==> config.mk <==
export PLATFORM = sky130hd
export DESIGN_NAME = plr_top
export DESIGN_NICKNAME = d
export VERILOG_FILES = /design/src/rtl/plr_pkg.sv /design/src/rtl/plr_droop.sv /design/src/rtl/plr_top.sv
export SDC_FILE = /design/constraint.sdc
export NUM_CORES = 1
export LEC_CHECK = 0
export BUFFER_PORTS_ARGS = -buffer_cell sky130_fd_sc_hd__buf_2
export CAP_MARGIN = 20
export CORE_MARGIN = 2
export CORE_UTILIZATION = 33
export DETAILED_ROUTE_END_ITERATION = 8
export PLACE_DENSITY = 0.52
export SYNTH_ARGS = -nofsm -noshare
export SYNTH_HDL_FRONTEND = slang
export SYNTH_HIERARCHICAL = 1
export SYNTH_SLANG_ARGS = --single-unit
==> constraint.sdc <==
create_clock -name sys_clk_i -period 8.3 [get_ports sys_clk_i]
set_input_delay 1.245 -clock sys_clk_i [delete_from_list [all_inputs] [get_ports sys_clk_i]]
set_output_delay 1.245 -clock sys_clk_i [all_outputs]
set_load 0.02 [all_outputs]
==> src/rtl/plr_pkg.sv <==
package plr_pkg;
  // ==========================================================
  // Register offsets
  localparam logic [7:0] UV_LIMIT_OFF    = 8'h34;
  localparam logic [7:0] LINE_IMP_OFF    = 8'h35;
  localparam logic [7:0] DROOP_CTRL_OFF  = 8'h36;
  localparam logic [7:0] STATUS_OFF      = 8'h02;

  // ==========================================================
  // Field positions
  localparam int EOC_SHDN_BIT   = 7;
  localparam int UV_SET_MSB     = 6;
  localparam int DROOP_EN_BIT   = 3;
  localparam int DROOP_SEL_MSB  = 2;
  localparam int LINE_FLAG_BIT  = 2;

  // ==========================================================
  // Reset values
  localparam logic [7:0] UV_LIMIT_RST   = 8'h00;
  localparam logic [7:0] LINE_IMP_RST   = 8'h00;
  localparam logic [7:0] DROOP_CTRL_RST = 8'h00;

  // ==========================================================
  // Threshold scaling: setting/128 x 1550 mV
  localparam logic [10:0] UV_FULL_MV    = 11'h60e;
  localparam int          UV_STEPS_LOG2 = 7;
  localparam logic [6:0]  UV_NOMINAL    = 7'h42;

  // ==========================================================
  // Droop impedance per code, units of 0.05 mOhm
  localparam logic [10:0] IMP_CODE0 = 11'h406;
  localparam logic [10:0] IMP_CODE1 = 11'h208;
  localparam logic [10:0] IMP_CODE2 = 11'h0fa;
  localparam logic [10:0] IMP_CODE3 = 11'h07d;
  localparam logic [10:0] IMP_CODE4 = 11'h03c;
  localparam logic [10:0] IMP_CODE5 = 11'h01e;
  localparam logic [10:0] IMP_CODE6 = 11'h00e;
  localparam logic [10:0] IMP_CODE7 = 11'h000;
  localparam int          LOAD_FS_LOG2 = 12;

  // Shutdown sequencing states
  typedef enum logic [1:0] {SHDN_RUN, SHDN_PEND, SHDN_OFF} plr_shdn_type;
endpackage : plr_pkg

==> src/rtl/plr_droop.sv <==
`timescale 1ns/1ps
`default_nettype none
module plr_droop (
  input  wire logic        sys_clk_i,   // System clock
  input  wire logic        rst_b_i,     // Sync reset, active low
  input  wire logic        enable_i,    // Load line enable
  input  wire logic [2:0]  sel_i,       // Impedance select
  input  wire logic [11:0] load_i,      // Load current, 4095 = full load
  output logic      [10:0] droop_o      // Droop, full-load-amps x 0.05 mOhm
);
  logic [10:0] imp;
  logic [22:0] prod;

  // ==========================================================
  // Impedance lookup
  always_comb begin
    case (sel_i)
      3'h0:    imp = plr_pkg::IMP_CODE0;
      3'h1:    imp = plr_pkg::IMP_CODE1;
      3'h2:    imp = plr_pkg::IMP_CODE2;
      3'h3:    imp = plr_pkg::IMP_CODE3;
      3'h4:    imp = plr_pkg::IMP_CODE4;
      3'h5:    imp = plr_pkg::IMP_CODE5;
      3'h6:    imp = plr_pkg::IMP_CODE6;
      default: imp = plr_pkg::IMP_CODE7;
    endcase
  end

  // Linear in load current
  assign prod = load_i * imp;

  // Registered droop, zero when disabled
  always_ff @(posedge sys_clk_i) begin
    if (!rst_b_i) begin
      droop_o <= 11'h000;
    end else if (enable_i) begin
      droop_o <= prod[22:plr_pkg::LOAD_FS_LOG2];
    end else begin
      droop_o <= 11'h000;
    end
  end
endmodule : plr_droop
`default_nettype wire

==> src/rtl/plr_top.sv <==
// What this block does
// - Aux PWM stops at once on fault
// - Bit 7 picks cycle-end or immediate main PWM stop while aux regulates
// - Threshold equals setting/128 times 1.55 V
// - Setting 0 is 0%, 66 is 100%
// - Flag when measured impedance exceeds limit
// - Impedance flag is status 0x02 bit 2
// - Droop applied only when enable set
// - Three-bit code selects droop impedance
`timescale 1ns/1ps
`default_nettype none
module plr_top (
  input  wire logic        sys_clk_i,      // System clock
  input  wire logic        rst_b_i,        // Sync reset, active low
  input  wire logic [7:0]  reg_addr_i,     // Register address
  input  wire logic [7:0]  reg_wdata_i,    // Write data
  input  wire logic        reg_wr_i,       // Write strobe
  input  wire logic        reg_rd_i,       // Read strobe
  output logic      [7:0]  reg_rdata_o,    // Read data
  input  wire logic [10:0] local_sense_voltage_i, // Sense voltage, mV
  input  wire logic [7:0]  line_imp_i,     // Measured line impedance
  input  wire logic [11:0] load_i,         // Load current, 4095 = full
  input  wire logic        fault_shdn_i,   // Any fault demands shutdown
  input  wire logic        aux_regulating_i, // Aux PWM is regulating output
  input  wire logic        cycle_end_i,    // Switching cycle end pulse
  output logic      [10:0] uv_threshold_o, // Undervoltage threshold, mV
  output logic             undervoltage_protection_o, // Sense below threshold
  output logic             line_imp_flag_o, // Line impedance flag
  output logic             aux_pwm_output_off_o, // Aux PWM disable
  output logic             main_pwm_off_o, // Other PWM outputs disable
  output logic      [10:0] droop_o         // Droop for voltage reference
);
  logic [7:0]  uv_limit_r;
  logic [7:0]  line_imp_r;
  logic [7:0]  droop_ctrl_r;
  logic [7:0]  rdata_nxt;
  logic [17:0] uv_prod;
  logic [10:0] uv_thr_nxt;
  plr_pkg::plr_shdn_type shdn_r;

  // ==========================================================
  // Register writes
  always_ff @(posedge sys_clk_i) begin
    if (!rst_b_i) begin
      uv_limit_r   <= plr_pkg::UV_LIMIT_RST;
      line_imp_r   <= plr_pkg::LINE_IMP_RST;
      droop_ctrl_r <= plr_pkg::DROOP_CTRL_RST;
    end else if (reg_wr_i) begin
      case (reg_addr_i)
        plr_pkg::UV_LIMIT_OFF:   uv_limit_r   <= reg_wdata_i;
        plr_pkg::LINE_IMP_OFF:   line_imp_r   <= reg_wdata_i;
        plr_pkg::DROOP_CTRL_OFF: droop_ctrl_r <= reg_wdata_i;
        default: ;
      endcase
    end
  end

  // ==========================================================
  // Read mux, unmapped reads zero
  always_comb begin
    case (reg_addr_i)
      plr_pkg::UV_LIMIT_OFF:   rdata_nxt = uv_limit_r;
      plr_pkg::LINE_IMP_OFF:   rdata_nxt = line_imp_r;
      plr_pkg::DROOP_CTRL_OFF: rdata_nxt = droop_ctrl_r;
      plr_pkg::STATUS_OFF: begin
        rdata_nxt = 8'h00;
        rdata_nxt[plr_pkg::LINE_FLAG_BIT] = line_imp_flag_o;
      end
      default: rdata_nxt = 8'h00;
    endcase
  end

  // Read data register
  always_ff @(posedge sys_clk_i) begin
    if (!rst_b_i) begin
      reg_rdata_o <= 8'h00;
    end else if (reg_rd_i) begin
      reg_rdata_o <= rdata_nxt;
    end
  end

  // ==========================================================
  // Undervoltage threshold: setting x 1550 / 128
  assign uv_prod    = uv_limit_r[plr_pkg::UV_SET_MSB:0] * plr_pkg::UV_FULL_MV;
  assign uv_thr_nxt = uv_prod[17:plr_pkg::UV_STEPS_LOG2];

  // Threshold and undervoltage compare
  always_ff @(posedge sys_clk_i) begin
    if (!rst_b_i) begin
      uv_threshold_o            <= 11'h000;
      undervoltage_protection_o <= 1'b0;
    end else begin
      uv_threshold_o            <= uv_thr_nxt;
      undervoltage_protection_o <= (local_sense_voltage_i < uv_thr_nxt);
    end
  end

  // ==========================================================
  // Line impedance compare
  always_ff @(posedge sys_clk_i) begin
    if (!rst_b_i) begin
      line_imp_flag_o <= 1'b0;
    end else begin
      line_imp_flag_o <= (line_imp_i > line_imp_r);
    end
  end

  // ==========================================================
  // Shutdown sequencing of PWM outputs
  always_ff @(posedge sys_clk_i) begin
    if (!rst_b_i) begin
      shdn_r <= plr_pkg::SHDN_RUN;
    end else begin
      case (shdn_r)
        plr_pkg::SHDN_RUN: begin
          if (fault_shdn_i) begin
            if (aux_regulating_i && uv_limit_r[plr_pkg::EOC_SHDN_BIT] && !cycle_end_i) begin
              shdn_r <= plr_pkg::SHDN_PEND;
            end else begin
              shdn_r <= plr_pkg::SHDN_OFF;
            end
          end
        end
        plr_pkg::SHDN_PEND: begin
          if (!fault_shdn_i) begin
            shdn_r <= plr_pkg::SHDN_RUN;
          end else if (cycle_end_i) begin
            shdn_r <= plr_pkg::SHDN_OFF;
          end
        end
        plr_pkg::SHDN_OFF: begin
          if (!fault_shdn_i) begin
            shdn_r <= plr_pkg::SHDN_RUN;
          end
        end
        default: shdn_r <= plr_pkg::SHDN_RUN;
      endcase
    end
  end

  // PWM disable outputs
  always_ff @(posedge sys_clk_i) begin
    if (!rst_b_i) begin
      aux_pwm_output_off_o <= 1'b0;
      main_pwm_off_o       <= 1'b0;
    end else begin
      aux_pwm_output_off_o <= fault_shdn_i;
      // Cycle-end hold only counts while aux regulates
      main_pwm_off_o       <= fault_shdn_i &&
                              (shdn_r == plr_pkg::SHDN_OFF ||
                               !(aux_regulating_i && uv_limit_r[plr_pkg::EOC_SHDN_BIT]));
    end
  end

  // ==========================================================
  // Load line droop
  plr_droop u_droop (
    .sys_clk_i (sys_clk_i),
    .rst_b_i   (rst_b_i),
    .enable_i  (droop_ctrl_r[plr_pkg::DROOP_EN_BIT]),
    .sel_i     (droop_ctrl_r[plr_pkg::DROOP_SEL_MSB:0]),
    .load_i    (load_i),
    .droop_o   (droop_o)
  );
endmodule : plr_top
`default_nettype wire

# After elaboration in Yosys (flattened, before gate mapping)
# Index checks and enable logic that the tools add are counted.
# word_totals
output_inout_bits,34
register_bits,60
input_bits,54
word_cells,51
# classes
n_mul,2
n_eq_ne,15
mux,8
n_reduce_logical,13
n_lt_le_gt_ge,2
# ops
operator,n
11-bit case mux with 7 select lines,1
8-bit case mux with 4 select lines,1
8-bit by 6-bit == test with 1-bit output (second input constant),3
12-bit by 11-bit multiplier with 23-bit output,1
7-bit by 10-bit multiplier with 17-bit output (second input constant),1
11-bit < comparator,1
2-bit 2-to-1 mux,5
3-bit == test (second input constant),3
8-bit by 2-bit == test with 1-bit output (second input constant),1
8-bit greater-than comparator,1
2-bit AND reduction,4
3-bit by 2-bit == test with 1-bit output (second input constant),2
2-bit case mux with 3 select lines,1
2-bit inequality test (second input constant),2
3-bit by 1-bit == test with 1-bit output (second input constant),1
1-bit logical AND,3
3-bit zero test,1
3-bit inequality test (second input constant),1
3-bit AND reduction,1
2-bit by 1-bit == test with 1-bit output (second input constant),1
2-bit == test (second input constant),1
1-bit zero test,2
2-bit zero test,1
1-bit logical OR,1

# Depth between registers and ports, before layout
# logic_depth
ltp_word,5
depth_mapped,22
ltp_nobuf,21

# Cells and area by module
# Netlist, hierarchy kept.
# by_module_without_submodules
module,cells_each,area_each_um2,seq_area_each_um2,n_inst
plr_droop,492,4359.2,220.2,1
plr_top,354,3320.7,980.9,1

# Worst setup path after synthesis
# No wires, ideal clock.
# synth_timing
kind,input port to flip-flop
from,input load_i[10]
to,register u_droop.droop_o[5]
slack_ps,2720
path_stages,17
setup_time_ps,124
t_required_ps,8176
t_arrival_ps,5457
path_buffers,1
path_cell_list,clkbuf_1 nand2_1 fa_1 inv_1 fa_1 fa_1 fa_1 inv_1 fa_1 inv_1 ha_1 and3_1 o21bai_1 o21a_1 o21a_1 nor3_1 nor3_2
# synth_between
elab_chain_cells,1
# synth_lines
element,line,text
"start, declared",plr_top.sv:22,"input wire logic [11:0] load_i,"
12-bit by 11-bit multiplier with 23-bit output,plr_droop.sv:30,assign prod = load_i * imp;
"end signal, assigned",plr_droop.sv:37,droop_o <= prod[22:plr_pkg::LOAD_FS_LOG2];
"end, declared",plr_droop.sv:9,output logic [10:0] droop_o
# No other way between the ends.
# A chain may end at the register's enable or synchronous reset.

# Worst setup path after layout
# layout_timing
from,register droop_ctrl_r[1]
to,register u_droop.droop_o[9]
# layout_between
elab_chain_cells,3
elab_cells_between_ends,9
classes_between,mul: 1; eq/ne: 6; mux: 1; reduce/logical: 1
# layout_lines
element,line,text
"start, declared",plr_top.sv:35,logic [7:0] droop_ctrl_r;
"start signal, assigned",plr_top.sv:47,droop_ctrl_r <= plr_pkg::DROOP_CTRL_RST;
"start signal, assigned",plr_top.sv:52,plr_pkg::DROOP_CTRL_OFF: droop_ctrl_r <= reg_wdata_i;
3-bit == test (tied with other cells),plr_droop.sv:17,case (sel_i)
11-bit case mux with 7 select lines (*),plr_droop.sv:17,
12-bit by 11-bit multiplier with 23-bit output (*),plr_droop.sv:30,
# Every way passes the cells marked *; elsewhere a longest branch is shown, timed or not.

==> impl_metrics.yaml <==
power_and_ir_drop:
  seq_power_share: 0.323
  total_power_mw: 0.901
  power.density_nw_per_um2: 103
  switching_share: 0.275
  switchingPower_mw: 0.248
  p_int_mw: 0.653
  leakage_nw: 4.52
  clockPowerShare: 0.465
  pwr-share-comb: 0.213
  ir_drop_mv: 0.0953
drt:
  dr_total_vias: 5803
  drcViolationCount: 0
  via_per_inst: 4.79
  final_antenna_net_count: 0
  dr.pass1.iters: 6
  routed_wl_um: 18500
  drtIter0Drc: 213
  wl_per_cell_um: 15.3
yosys:
  syn_avg_cell_area_sq_um: 9.08
  synth_seq_cells: 60
  synth_top_family_by_area: "adder cells"
  synth_mux_area_frac: 0.0495
  ys_seq_area_frac: 0.156
  ys_warn_count: 6
  synthXorXnorAreaFrac: 0.0205
  synth-simple-area-share: 0.175
  synth_top_area_share: 0.214
  synth_compound_area_frac: 0.0986
  yosysTopAreaCell: "fa_1"
  ys.flop_type: "dfxtp_1"
  ys_types: 56
  synth_nets: 1110
  synth_edf_count: 0
  async_flop_share: 0
  synth_fa_ha_area_frac: 0.422
  mappedNetlistArea_sq_um: 7680
  synth_cells: 846
  yosys-top-cells-area: "fa_1, ha_1, dfxtp_1"
sta:
  rsz0062_at_grt: "no"
  hold_viol_final: 0
  finalCritPeriodShare: 0.723
  max_clock_freq_ghz: 0.167
  setup_violations: 0
  relSlewSlack: 0.415
  worst_pin_slew_ns: 0.875
  slew_violations: 0
  finClkSkew_ns: 0.00451
  period_minus_slack_ns: 6.00
  fin_setup_tns_ns: 0
clocking:
  cts_setup_buffers: 0
  clockRootBuffer: "clkbuf_16"
  cts_max_level: 3
  hold_buffers: 0
  clock_latency_ns: 0.33
  cts_buffers: 9
  ctsResizeCount: 0
  cts_tree: "done"
  clkSinkCount: 60
  clk_pin_slew_worst_paths_ns: 0.05
  cts_buffer_depth: 2
setup_path:
  path_buf_inv: 4
  cp_top_family: "adder cells"
  r2r_slack_ns: 2.30
  cp_max_fo: 13
  cp-end-kind: "register"
  cpMostUsedCell: "fa_1"
  crit_chain: "nor3_1 -> buf_4 -> nor2_1 -> nand2_1 -> fa_1 -> fa_1 -> fa_1 -> inv_1 -> fa_1 -> inv_1 -> fa_1 -> inv_1 -> ha_1 -> a211oi_1 -> o21bai_1 -> a211o_1 -> a311oi_1 -> or2_1 -> a21oi_1"
  r2r_end: "u_droop/droop_o[9]"
  slowest_delay_ns: 0.69
  worstPathArrival_ns: 6.20
  r2r_cells: 19
  cp_slowest_cell: "nor2_1"
  worstSetupPathType: "reg2reg"
  cp-start-kind: "register"
  timing.rr.start: "droop_ctrl_r[1]"
  worstPathRequired_ns: 8.50
global_route:
  grt_pass1_wl_um: 31700
  grt_max_degree: 35
  track_usage: 0.163
  antenna_found_initial: 1
  first_global_vias: 6201
  overflow: 0
finish:
  syn_to_final_growth_pct: 13.8
  seq_area_sq_um: 1200
  final.fill_count: 2382
  nets: 1185
  multi_input_area_sq_um: 5890
  most-common-layout-cells: "inv_1, ha_1, buf_2"
  layout-drive-gt1-share: 0.134
  final_common_cell: "inv_1"
floorplanning:
  ios: 88
  start_util: 0.338
  coreArea_sq_um: 22700
  dieArea_sq_um: 24500
  fp.dieW_um: 157
  num_rows: 55
  die_h_um: 157
placed_design:
  gp_congestion: 0.789
  hpwlAfterDp_um: 15100
  io_buffers: 87
run:
  drv_cap: 0
hold_path:
  hp-class: "reg2reg"
  hp-start: "shdn_r[1]"
  whs_path_depth: 1
  whs_endpoint: "shdn_r[0]"
outcome:
  status: "finished clean"
-- final cells by class --
| class | count | share of cell area |
|---|---|---|
| well taps | 285 | 0.0408 |
| flip-flops and latches | 60 | 0.137 |
| clock inverters | 3 | 0.00787 |
| multi-input cells | 628 | 0.674 |
| clock buffers | 12 | 0.0305 |
| inverters | 131 | 0.0562 |
| repair buffers | 91 | 0.0532 |
| diodes | 1 | 0.000286 |
-- worst max path at each step --
| stage | start | to | slack (ns) | depth (start not counted) |
|---|---|---|---|---|
| after floorplan | load_i[10] | u_droop/droop_o[5] | 2.72 | 17 |
| after CTS | droop_ctrl_r[1] | u_droop/droop_o[9] | 2.24 | 19 |
| after detailed placement | droop_ctrl_r[1] | u_droop/droop_o[9] | 2.29 | 19 |
| final | droop_ctrl_r[1] | u_droop/droop_o[9] | 2.30 | 19 |
| after global placement | droop_ctrl_r[0] | u_droop/droop_o[10] | 2.27 | 19 |
| after global routing | droop_ctrl_r[1] | u_droop/droop_o[9] | 1.78 | 19 |
-- routing by layer --
layer,share of wire,GRT usage,vias up
li1,-,-,2910
met1,0.49,0.225,2771
met2,0.46,0.263,104
met3,0.036,0.0241,18
met4,0.018,0.0516,0
met5,0,0,-
-- sequential cells by signal, summed over array words and instances, names as in the netlist --
name	flops
aux_pwm_output_off_o	1
main_pwm_off_o	1
shdn_r	2
uv_threshold_o	11
line_imp_flag_o	1
line_imp_r	8
u_droop/droop_o	11
undervoltage_protection_o	1
reg_rdata_o	8
droop_ctrl_r	8
uv_limit_r	8
-- metrics by stage --
stage | instances | worst slack [ns] | utilization | instance area (sq um) | hold slack [ns]
after CTS | 1209 | 2.24 | 0.385 | 8730 | 0.468
final | 1211 | 2.30 | 0.385 | 8740 | 0.476
after detailed placement | 1194 | 2.29 | 0.370 | 8400 | 0.466
after floorplan | 846 | 2.72 | - | 7680 | 0.430
after global placement | 1194 | 2.27 | 0.370 | 8400 | 0.451
after global routing | 1211 | 1.78 | 0.385 | 8740 | 0.500
-- cells in the mapped netlist (all sizes together) (2+ instances only) --
| cell type | number |
|---|---|
| a2111oi | 5 |
| a211oi | 7 |
| a21boi | 2 |
| a21o | 9 |
| a21oi | 30 |
| a31oi | 2 |
| and2 | 78 |
| and3 | 4 |
| and4 | 4 |
| buf | 2 |
| clkbuf | 25 |
| dfxtp | 60 |
| fa | 82 |
| ha | 128 |
| inv | 131 |
| mux2i | 38 |
| nand2 | 62 |
| nand2b | 14 |
| nand3 | 8 |
| nand4 | 5 |
| nand4b | 2 |
| nor2 | 57 |
| nor2b | 5 |
| nor3 | 13 |
| o211ai | 2 |
| o21a | 11 |
| o21ai | 10 |
| o21bai | 5 |
| o22ai | 8 |
| o31ai | 3 |
| or2 | 3 |
| or3 | 2 |
| xnor2 | 14 |
| xor2 | 4 |
-- power by group through the flow --
stage / registers, mW / clock network (mW) / logic (mW)
6_report: 0.291 / 0.419 / 0.192
5_1_grt: 0.291 / 0.441 / 0.222
4_1_cts: 0.291 / 0.428 / 0.194
3_5_place_dp: 0.297 / 0 / 0.191
3_3_place_gp: 0.297 / 0 / 0.194
2_1_floorplan: 0.298 / 0 / 0.132
-- logic make-up after synthesis --
group,count (synthesis)
xor+xnor,18
flops,60
buf+inv,158
compound gates,102
mux,38
fa+ha+maj,210
simple gates,260
Power figures use the tool's default switching activity.
